### config.mk
export PLATFORM = sky130hd
export DESIGN_NAME = fer_recorder
export DESIGN_NICKNAME = d
export VERILOG_FILES = /design/src/hdl/fer_pkg.sv /design/src/hdl/fer_stage_if.sv /design/src/hdl/fer_duration.sv /design/src/hdl/fer_recorder.sv
export VERILOG_INCLUDE_DIRS = /design/src /design/src/hdl
export SDC_FILE = /design/constraint.sdc
export NUM_CORES = 2
export LEC_CHECK = 0
export BUFFER_PORTS_ARGS = -buffer_cell sky130_fd_sc_hd__buf_4
export CAP_MARGIN = 0
export CORE_ASPECT_RATIO = 0.8
export CORE_MARGIN = 2
export CORE_UTILIZATION = 63
export DETAILED_ROUTE_END_ITERATION = 7
export MAX_ROUTING_LAYER = met4
export PLACE_DENSITY = 0.82
export SLEW_MARGIN = 15
export SYNTH_ARGS = -nofsm -noshare
export SYNTH_HDL_FRONTEND = slang
export SYNTH_SLANG_ARGS = --single-unit
### constraint.sdc
create_clock -name clk -period 62.5 [get_ports clk]
set_input_delay 3.125 -clock clk [delete_from_list [all_inputs] [get_ports clk]]
set_output_delay 3.125 -clock clk [all_outputs]
set_load 0.005 [all_outputs]
### src/hdl/fer_map.svh
`ifndef FER_MAP_SVH
`define FER_MAP_SVH

// record geometry
`define FER_DEPTH 3'h5
`define FER_REC_STRIDE 5'h10
`define FER_REC_LAST 7'h4F

// record word offsets within one record
`define FER_F_IA_MAIN 4'h0
`define FER_F_IA_SUB 4'h1
`define FER_F_IB_MAIN 4'h2
`define FER_F_IB_SUB 4'h3
`define FER_F_IC_MAIN 4'h4
`define FER_F_IC_SUB 4'h5
`define FER_F_IN_MAIN 4'h6
`define FER_F_IN_SUB 4'h7
`define FER_F_UNBAL 4'h8
`define FER_F_TH_START 4'h9
`define FER_F_TH_MAX 4'hA
`define FER_F_DUR_LO 4'hB
`define FER_F_DUR_HI 4'hC
`define FER_F_MISC 4'hD
`define FER_F_DATE 4'hE
`define FER_F_TIME 4'hF

// control and counter word indices
`define FER_A_CTRL 7'h50
`define FER_A_CNT_CLEAR 7'h51
`define FER_A_IRQ_STATUS 7'h52
`define FER_A_IRQ_MASK 7'h53
`define FER_A_STATUS 7'h54
`define FER_A_START_CNT 7'h58
`define FER_A_TRIP_CNT 7'h60
`define FER_A_SHOT_CNT 7'h70

// field positions and values
`define FER_CTRL_MRESET 0
`define FER_IRQ_COMMIT 0
`define FER_IRQ_DROP 1
`define FER_CLR_TRIPS 32'h0000_0001
`define FER_CLR_SHOTS 32'h0000_0002

// limits and reset values
`define FER_PCT_FULL 7'h64
`define FER_PCT_BLOCKED 7'h63
`define FER_THERM_OFF 10'h3E7
`define FER_START_MAX 10'h3E7
`define FER_SHOT_MAX 8'hFF
`define FER_ORD_FIRST 8'h01
`define FER_ZERO32 32'h0000_0000

`endif

### src/hdl/fer_pkg.sv
package fer_pkg;
    typedef enum logic [1:0] {FER_IDLE, FER_COLLECT, FER_HOLD} fer_state_t;

    typedef struct packed {
        logic [3:0][15:0] cur_main;
        logic [3:0][15:0] cur_sub;
        logic [7:0] unbal;
        logic [9:0] th_start;
        logic [9:0] th_max;
        logic [8:0][6:0] dur;
        logic [7:0] trip_no;
        logic [23:0] date;
        logic [39:0] tod;
    } fer_rec_t;
endpackage : fer_pkg

### src/hdl/fer_stage_if.sv
`timescale 1ns/10ps
interface fer_stage_if;
    logic start;
    logic trip;
    logic blocked;
    logic [6:0] progress;
    modport drv (output start, output trip, output blocked, output progress);
    modport rec (input start, input trip, input blocked, input progress);
endinterface : fer_stage_if

### src/hdl/fer_duration.sv
`timescale 1ns/10ps
`include "fer_map.svh"
module fer_duration (
    // clock and reset
    input wire logic clk,
    input wire logic rst,
    input wire logic clear,
    // stage view
    fer_stage_if.rec stg,
    // running duration, percent of operate time
    output logic [6:0] dur
);
    logic [6:0] dur_q;
    logic [6:0] cand;

    always_comb begin
        cand = 7'h00;
        if (stg.start || stg.trip) begin
            if (stg.progress >= `FER_PCT_FULL) begin
                cand = stg.blocked ? `FER_PCT_BLOCKED : `FER_PCT_FULL;
            end else begin
                // never zero once started, so the record shows the start
                cand = (stg.progress == 7'h00) ? 7'h01 : stg.progress;
            end
            if (stg.trip && !stg.blocked) begin
                cand = `FER_PCT_FULL;
            end
        end
        dur = (cand > dur_q) ? cand : dur_q;
    end

    always_ff @(posedge clk) begin
        if (rst || clear) begin
            dur_q <= 7'h00;
        end else begin
            dur_q <= dur;
        end
    end
endmodule : fer_duration

### src/hdl/fer_recorder.sv
`timescale 1ns/10ps
`include "fer_map.svh"
module fer_recorder (
    // clock and reset
    input wire logic clk,
    input wire logic rst,
    // avalon-mm slave, word addressed
    input wire logic [6:0] avs_address,
    input wire logic avs_read,
    input wire logic avs_write,
    input wire logic [31:0] avs_writedata,
    output logic [31:0] avs_readdata,
    output logic avs_waitrequest,
    // measurements
    input wire logic [3:0][15:0] cur,
    input wire logic [7:0] unbal,
    input wire logic [9:0] therm_level,
    input wire logic therm_enabled,
    input wire logic therm_alarm,
    input wire logic therm_trip,
    // protection stages
    input wire logic [5:0] stage_start,
    input wire logic [8:0] stage_trip,
    input wire logic [8:0] stage_blocked,
    input wire logic [8:0][6:0] stage_progress,
    // auto-reclose function
    input wire logic ar_enabled,
    input wire logic ar_reclaim_done,
    input wire logic ar_open_cmd,
    input wire logic [11:0] ar_shot,
    // real-time clock
    input wire logic [23:0] rtc_date,
    input wire logic [39:0] rtc_time,
    // outputs to the relay
    output logic master_reset_pulse,
    output logic therm_dashes,
    output logic irq
);
    import fer_pkg::*;

    localparam int START_MAP [5] = '{0, 1, 3, 4, 5};

    fer_state_t state;
    fer_rec_t recs [5];
    fer_rec_t next_rec;
    logic [2:0] rec_count;
    logic [3:0][15:0] peak;
    logic [7:0] unbal_pk;
    logic [9:0] th_start;
    logic [9:0] th_max;
    logic [7:0] trip_seq;
    logic trip_q;
    logic [5:0] start_q;
    logic [10:0] tcnt_q;
    logic [11:0] shot_q;
    logic [4:0][9:0] start_cnt;
    logic [10:0][15:0] trip_cnt;
    logic [11:0][7:0] shot_cnt;
    logic [1:0] irq_status;
    logic [1:0] irq_mask;
    logic ack;
    logic wr_go;
    logic mreset;
    logic clr_trips;
    logic clr_shots;
    logic active;
    logic trip_any;
    logic trip_rise;
    logic commit;
    logic commit_trip;
    logic capture_clear;
    logic [10:0] trip_vec;
    logic [8:0][6:0] dur_w;
    logic [31:0] rd_word;

    // ---------------- bus slave ----------------
    // one wait state: data is registered on the first cycle of the request
    assign avs_waitrequest = (avs_read || avs_write) && !ack;
    assign wr_go = avs_write && !avs_waitrequest;
    assign mreset = wr_go && (avs_address == `FER_A_CTRL) &&
                    avs_writedata[`FER_CTRL_MRESET];
    assign clr_trips = wr_go && (avs_address == `FER_A_CNT_CLEAR) &&
                       (avs_writedata == `FER_CLR_TRIPS);
    assign clr_shots = wr_go && (avs_address == `FER_A_CNT_CLEAR) &&
                       (avs_writedata == `FER_CLR_SHOTS);

    always_ff @(posedge clk) begin
        if (rst) begin
            ack <= 1'b0;
        end else begin
            ack <= (avs_read || avs_write) && !ack;
        end
    end

    always_ff @(posedge clk) begin
        if (rst) begin
            avs_readdata <= `FER_ZERO32;
        end else if (avs_read && !ack) begin
            avs_readdata <= rd_word;
        end
    end

    function automatic logic [31:0] rec_word(input fer_rec_t r, input logic [3:0] f,
                                              input logic th_on);
        logic [31:0] w;
        w = `FER_ZERO32;
        case (f)
            `FER_F_IA_MAIN: w = {16'h0000, r.cur_main[0]};
            `FER_F_IA_SUB: w = {16'h0000, r.cur_sub[0]};
            `FER_F_IB_MAIN: w = {16'h0000, r.cur_main[1]};
            `FER_F_IB_SUB: w = {16'h0000, r.cur_sub[1]};
            `FER_F_IC_MAIN: w = {16'h0000, r.cur_main[2]};
            `FER_F_IC_SUB: w = {16'h0000, r.cur_sub[2]};
            `FER_F_IN_MAIN: w = {16'h0000, r.cur_main[3]};
            `FER_F_IN_SUB: w = {16'h0000, r.cur_sub[3]};
            `FER_F_UNBAL: w = {24'h00_0000, r.unbal};
            `FER_F_TH_START: w = {22'h00_0000, th_on ? r.th_start : `FER_THERM_OFF};
            `FER_F_TH_MAX: w = {22'h00_0000, th_on ? r.th_max : `FER_THERM_OFF};
            `FER_F_DUR_LO: w = {1'b0, r.dur[3], 1'b0, r.dur[2], 1'b0, r.dur[1],
                                1'b0, r.dur[0]};
            `FER_F_DUR_HI: w = {1'b0, r.dur[7], 1'b0, r.dur[6], 1'b0, r.dur[5],
                                1'b0, r.dur[4]};
            `FER_F_MISC: w = {r.tod[15:0], r.trip_no, 1'b0, r.dur[8]};
            `FER_F_DATE: w = {8'h00, r.date};
            `FER_F_TIME: w = {8'h00, r.tod[39:16]};
            default: w = `FER_ZERO32;
        endcase
        return w;
    endfunction : rec_word

    always_comb begin
        rd_word = `FER_ZERO32;
        if (avs_address <= `FER_REC_LAST) begin
            rd_word = rec_word(recs[avs_address[6:4]], avs_address[3:0], therm_enabled);
        end else if (avs_address == `FER_A_IRQ_STATUS) begin
            rd_word = {30'h0000_0000, irq_status};
        end else if (avs_address == `FER_A_IRQ_MASK) begin
            rd_word = {30'h0000_0000, irq_mask};
        end else if (avs_address == `FER_A_STATUS) begin
            rd_word = {23'h00_0000, state != FER_IDLE, 5'h00, rec_count};
        end else if (avs_address >= `FER_A_START_CNT &&
                     avs_address < `FER_A_START_CNT + 7'h05) begin
            rd_word = {22'h00_0000, start_cnt[3'(avs_address - `FER_A_START_CNT)]};
        end else if (avs_address >= `FER_A_TRIP_CNT &&
                     avs_address < `FER_A_TRIP_CNT + 7'h0B) begin
            rd_word = {16'h0000, trip_cnt[4'(avs_address - `FER_A_TRIP_CNT)]};
        end else if (avs_address >= `FER_A_SHOT_CNT &&
                     avs_address < `FER_A_SHOT_CNT + 7'h03) begin
            rd_word = shot_cnt[2'(avs_address - `FER_A_SHOT_CNT) * 4 +: 4];
        end
    end

    // ---------------- fault capture ----------------
    assign active = (|stage_start) || therm_alarm;
    assign trip_any = (|stage_trip) || therm_trip;
    assign trip_rise = trip_any && !trip_q;
    assign therm_dashes = !therm_enabled;
    assign master_reset_pulse = mreset;

    // a trip commits at once; the fault may keep starts up, so hold until it clears
    always_comb begin
        commit = 1'b0;
        commit_trip = 1'b0;
        case (state)
            FER_IDLE: begin
                commit_trip = trip_rise;
            end
            FER_COLLECT: begin
                commit_trip = trip_rise;
                commit = !trip_rise && !active;
            end
            FER_HOLD: begin
                commit_trip = 1'b0;
            end
            default: begin
                commit_trip = 1'b0;
            end
        endcase
        commit = commit || commit_trip;
    end

    assign capture_clear = commit || mreset;

    always_ff @(posedge clk) begin
        if (rst || mreset) begin
            state <= FER_IDLE;
        end else begin
            case (state)
                FER_IDLE: begin
                    if (trip_rise) begin
                        state <= FER_HOLD;
                    end else if (active) begin
                        state <= FER_COLLECT;
                    end
                end
                FER_COLLECT: begin
                    if (trip_rise) begin
                        state <= FER_HOLD;
                    end else if (!active) begin
                        state <= FER_IDLE;
                    end
                end
                FER_HOLD: begin
                    if (!active && !trip_any) begin
                        state <= FER_IDLE;
                    end
                end
                default: begin
                    state <= FER_IDLE;
                end
            endcase
        end
    end

    always_ff @(posedge clk) begin
        if (rst) begin
            trip_q <= 1'b0;
        end else begin
            trip_q <= trip_any;
        end
    end

    // running maxima over pick-up
    always_ff @(posedge clk) begin
        if (rst || capture_clear) begin
            peak <= '0;
            unbal_pk <= 8'h00;
            th_start <= 10'h000;
            th_max <= 10'h000;
        end else if (active && state != FER_HOLD) begin
            for (int i = 0; i < 4; i++) begin
                if (cur[i] > peak[i]) begin
                    peak[i] <= cur[i];
                end
            end
            if (unbal > unbal_pk) begin
                unbal_pk <= unbal;
            end
            if (state == FER_IDLE) begin
                th_start <= therm_level;
            end
            if (therm_level > th_max) begin
                th_max <= therm_level;
            end
        end
    end

    // record assembled from the capture plus this cycle's samples
    always_comb begin
        next_rec = '0;
        for (int i = 0; i < 4; i++) begin
            next_rec.cur_sub[i] = (cur[i] > peak[i]) ? cur[i] : peak[i];
            next_rec.cur_main[i] = commit_trip ? cur[i] : next_rec.cur_sub[i];
        end
        if (commit_trip) begin
            next_rec.unbal = unbal;
            next_rec.th_max = therm_level;
        end else begin
            next_rec.unbal = (unbal > unbal_pk) ? unbal : unbal_pk;
            next_rec.th_max = (therm_level > th_max) ? therm_level : th_max;
        end
        next_rec.th_start = (state == FER_COLLECT) ? th_start : therm_level;
        next_rec.dur = dur_w;
        if (!commit_trip) begin
            next_rec.trip_no = 8'h00;
        end else if (!ar_enabled) begin
            next_rec.trip_no = `FER_ORD_FIRST;
        end else begin
            next_rec.trip_no = trip_seq + 8'h01;
        end
        next_rec.date = rtc_date;
        next_rec.tod = rtc_time;
    end

    // ordinal of the trip within the reclose sequence
    always_ff @(posedge clk) begin
        if (rst || ar_reclaim_done || !ar_enabled) begin
            trip_seq <= 8'h00;
        end else if (commit_trip && trip_seq != `FER_SHOT_MAX) begin
            trip_seq <= trip_seq + 8'h01;
        end
    end

    // ---------------- history ----------------
    always_ff @(posedge clk) begin
        if (rst || mreset) begin
            for (int i = 0; i < 5; i++) begin
                recs[i] <= '0;
            end
            rec_count <= 3'h0;
        end else if (commit) begin
            recs[0] <= next_rec;
            for (int i = 1; i < 5; i++) begin
                recs[i] <= recs[i - 1];
            end
            if (rec_count != `FER_DEPTH) begin
                rec_count <= rec_count + 3'h1;
            end
        end
    end

    // ---------------- stage durations ----------------
    for (genvar g = 0; g < 9; g++) begin : g_stage
        fer_stage_if sif ();
        assign sif.start = (g < 6) ? stage_start[g % 6] : 1'b0;
        assign sif.trip = stage_trip[g];
        assign sif.blocked = stage_blocked[g];
        assign sif.progress = stage_progress[g];
        fer_duration u_dur (
            .clk(clk),
            .rst(rst),
            .clear(capture_clear || state == FER_HOLD),
            .stg(sif.rec),
            .dur(dur_w[g])
        );
    end

    // ---------------- counters ----------------
    assign trip_vec = {ar_open_cmd, therm_trip, stage_trip};

    always_ff @(posedge clk) begin
        if (rst) begin
            start_q <= 6'h00;
            tcnt_q <= 11'h000;
            shot_q <= 12'h000;
        end else begin
            start_q <= stage_start;
            tcnt_q <= trip_vec;
            shot_q <= ar_shot;
        end
    end

    for (genvar s = 0; s < 5; s++) begin : g_start
        always_ff @(posedge clk) begin
            if (rst || mreset) begin
                start_cnt[s] <= 10'h000;
            end else if (stage_start[START_MAP[s]] && !start_q[START_MAP[s]] &&
                         start_cnt[s] != `FER_START_MAX) begin
                start_cnt[s] <= start_cnt[s] + 10'h001;
            end
        end
    end

    // rst stands in for the load from non-volatile store; master reset does not touch these
    for (genvar t = 0; t < 11; t++) begin : g_trip
        always_ff @(posedge clk) begin
            if (rst || clr_trips) begin
                trip_cnt[t] <= 16'h0000;
            end else if (trip_vec[t] && !tcnt_q[t]) begin
                trip_cnt[t] <= trip_cnt[t] + 16'h0001;
            end
        end
    end

    for (genvar a = 0; a < 12; a++) begin : g_shot
        always_ff @(posedge clk) begin
            if (rst || clr_shots) begin
                shot_cnt[a] <= 8'h00;
            end else if (ar_shot[a] && !shot_q[a] && shot_cnt[a] != `FER_SHOT_MAX) begin
                shot_cnt[a] <= shot_cnt[a] + 8'h01;
            end
        end
    end

    // ---------------- interrupts ----------------
    // a new event wins over a write-one-to-clear in the same cycle
    always_ff @(posedge clk) begin
        if (rst) begin
            irq_status <= 2'h0;
            irq_mask <= 2'h0;
        end else begin
            irq_status[`FER_IRQ_COMMIT] <= commit ||
                (irq_status[`FER_IRQ_COMMIT] &&
                 !(wr_go && avs_address == `FER_A_IRQ_STATUS &&
                   avs_writedata[`FER_IRQ_COMMIT]));
            irq_status[`FER_IRQ_DROP] <= (commit && rec_count == `FER_DEPTH) ||
                (irq_status[`FER_IRQ_DROP] &&
                 !(wr_go && avs_address == `FER_A_IRQ_STATUS &&
                   avs_writedata[`FER_IRQ_DROP]));
            if (wr_go && avs_address == `FER_A_IRQ_MASK) begin
                irq_mask <= avs_writedata[1:0];
            end
        end
    end

    assign irq = |(irq_status & irq_mask);
endmodule : fer_recorder

==> key figures <==
Status
  • Run status: finished with violations
  • Violated checks: design-rule violations

Drt
  • Pre-Repair DR Iteration Count: 8
  • Routed Antenna Nets: 0
  • Total wire length: between 200000 and 300000 µm
  • Vias: ~67000
  • # DRC: 6
  • Iter 0 DRT Violations: around 10000
  • Routed len/inst: about 26 µm
  • DR vias/cell: 6.54

Power
  • Pwr per Cell Area: about 29 nW/µm²
  • P_leak: 40.2 nW
  • Peak VDD IR: 0.0000287 V

Clocking
  • Skew-Pair Late Insertion Delay: ~850 ps
  • H-tree depth: 4
  • CTS root buffer: clkbuf_16
  • Hold_buf cts: 0
  • CTS Buf Count: 190
  • Clk pin slew, worst setup/hold paths: 60 ps
  • # Post-CTS Setup Buffers: 0
  • Post-CTS sizing: 0
  • Clock Sinks: around 2000
  • Max clock buf depth: 3
  • TritonCTS clock tree: yes

Layout
  • Layout cells sized above 1: 12.5%
  • Fill cells: just over 10000
  • Nets@finish: 8535
  • Area growth, synth to finish: 10.4%

STA
  • Highest clock rate: about 0.11 GHz
  • Finish-stage setup viols: 0
  • Slew margin rel.: less than 1%
  • Setup TNS: 0 ps
  • RSZ-0062 raised after global routing: false
  • Final period util: about 14%
  • Fin crit period: slightly below 9000 ps
  • Worst-Margin Slew: about 1500 ps
  • Final Hold Viols: 0
  • Post-route clock skew: about 29 ps
  • Slew Viols, Final: 0
  • Hold Slack: between 400 and 500 ps

Worst setup path
  • Critical Path End: recs[0][268]
  • Worst reg2reg endpoint: recs[0][268]
  • Critical path origin: avs_address[4]
  • Critical Path Source Type: primary input
  • Crit. End Element: flop
  • Worst Path Class, Setup: in2reg
  • Reg2reg path depth: 7
  • Worst Path Arrival: about 9400 ps
  • CP Max Fanout: between 200 and 250
  • R2r startpoint: state[0]
  • R2r setup slk: between 50000 and 60000 ps
  • Worst EP required: between 60000 and 70000 ps

Yosys
  • Average size of a mapped cell: approximately 12 µm²
  • Commonest cells post-synth: 1455 x edfxtp_1, 1247 x and2_1, 667 x nor2_1, 556 x dfxtp_1, 425 x mux2i_1
  • Syn_nets: ~8400
  • Mapped cell area: around 96000 µm²
  • Async SR Flop Fraction: 0%
  • Unique masters post-synth: just over 90
  • Cell taking the most area after synthesis: edfxtp_1
  • Post-synth EDFFs: between 1000 and 1500
  • Sequential share of the synthesized area: approximately 57%
  • Post-Syn Instances: between 7000 and 8000
  • Count leader, synth: edfxtp_1
  • Most common flop cell mapped by yosys: edfxtp_1
  • Share of the synthesized area in the top cell type: 45.6%
  • #FFs+latches synth: between 2000 and 2500
  • Yosys warning count: 0
  • Synth area leaders: edfxtp_1 46%, dfxtp_1 12%, and2_1 8.1%

Floorplanning
  • Num ports: between 300 and 400
  • Chip Width: 440 µm
  • Starting Density: around 63%
  • Die area: roughly 160000 µm²
  • Die Span Y: between 300 and 400 µm
  • Placeable Area: 152000 µm²
  • Rows: roughly 130

Global routing
  • Antenna violations before repair: 12
  • First-pass GRT wire length: 396000 µm
  • Vias in the first global route: approximately 63000
  • Grt ovf: 0
  • Largest net degree at the start of global routing: between 200 and 300
  • Global Route Usage Sum: around a third

Placement
  • PortBufs: around 330
  • DP HPWL: approximately 180000 µm
  • RD Place Congestion: roughly 0.96

Run
  • Max-capacitance violation count: 0

Min path
  • Worst hold path type: reg2reg
-- critical path: stages --
cell     delay, ps
buf_8          440
and3b_1        400
and3_1         320
and3_1         230
nor2_2         130
nand2_4        710
buf_12         850
buf_4          930
buf_4          920
buf_4          880
-- sequential cells by signal, indices dropped and copies added (netlist names) --
register	flops
th_start	10
start_q	5
avs_readdata	32
unbal_pk	8
recs	1455
ack	1
start_cnt	50
tcnt_q	11
irq_status	2
trip_cnt	176
irq_mask	2
shot_q	12
trip_q	1
peak	64
th_max	10
state	2
rec_count	3
trip_seq	8
shot_cnt	96
g_stage.u_dur.dur_q	63
-- power by group --
group | leakage, nW | internal [mW] | switching (mW)
logic | 16.7 | 0.118 | 0.188
registers | 20.3 | 1.53 | 0.0644
clock network | 3.12 | 0.667 | 0.525
total | 40.2 | 2.31 | 0.777
-- routing by layer --
| metal | GRT usage, % | part of all wire (%) | vias up |
|---|---|---|---|
| li1 | - | - | 29300 |
| met1 | 49.3 | 40 | 33200 |
| met2 | 50.4 | 45 | 3896 |
| met3 | 5.76 | 11 | 604 |
| met4 | 14.9 | 4.8 | 0 |
| met5 | - | 0 | - |
-- layout make-up --
class                      count  area (µm²)  share of cell area [%]
tap                         2015        2520                    2.38
clock inverter               102        1030                   0.969
sequential                  2011       54800                    51.8
antenna                        6        15.0                  0.0142
timing repair buffer         422        3290                    3.11
multi-input combinational   5229       38100                    36.0
clock buffer                 259        5320                    5.03
inverter                     211         792                   0.748
-- cells by family after synthesis --
logic type | count (synthesis) | share of synthesized area [%]
compound gates | 1204 | 8.08
xor+xnor | 287 | 2.62
fa+ha+maj | 176 | 2.30
buf+inv | 726 | 3.35
flops | 2011 | 57.2
mux | 676 | 10.1
simple gates | 2886 | 16.4
-- cell usage in the layout, fill, tap and decap left out, types with 69 or more instances in the layout --
cell,instances
edfxtp_1,1455
clkbuf_16,195
dfxtp_1,556
o22ai_1,107
mux2i_1,424
a22oi_1,70
o21ai_0,246
a22o_1,85
inv_1,210
nand2_1,240
mux4_2,234
xor2_1,189
buf_4,410
a21oi_1,359
ha_1,176
and2_1,1247
xnor2_1,98
nand4_1,125
and3_1,69
nand3_1,232
nor2_1,663
-- metrics by stage --
stage	instance area, µm²	power, mW	utilization [%]	std cells	setup WS [ps]
2_1_floorplan	95900	1.90	-	7966	16410
3_3_place_gp	99500	1.90	65.6	9888	53060
3_5_place_dp	99500	1.92	65.6	9888	52890
4_1_cts	106000	3.09	69.8	10200	53790
5_1_grt	106000	3.17	69.8	10300	53210
6_report	106000	3.09	69.8	10300	53580
-- how the worst min path moves through the flow --
stage / endpoint / start / depth (start not counted)
final: avs_readdata[19] / avs_readdata[19] / 2
after global routing: avs_readdata[19] / avs_readdata[19] / 2
after CTS: trip_cnt[15] / trip_cnt[15] / 2
after detailed placement: trip_cnt[15] / trip_cnt[15] / 2
after global placement: trip_cnt[95] / trip_cnt[95] / 2
after floorplan: ack / ack / 1
Power figures use the tool's default switching activity.
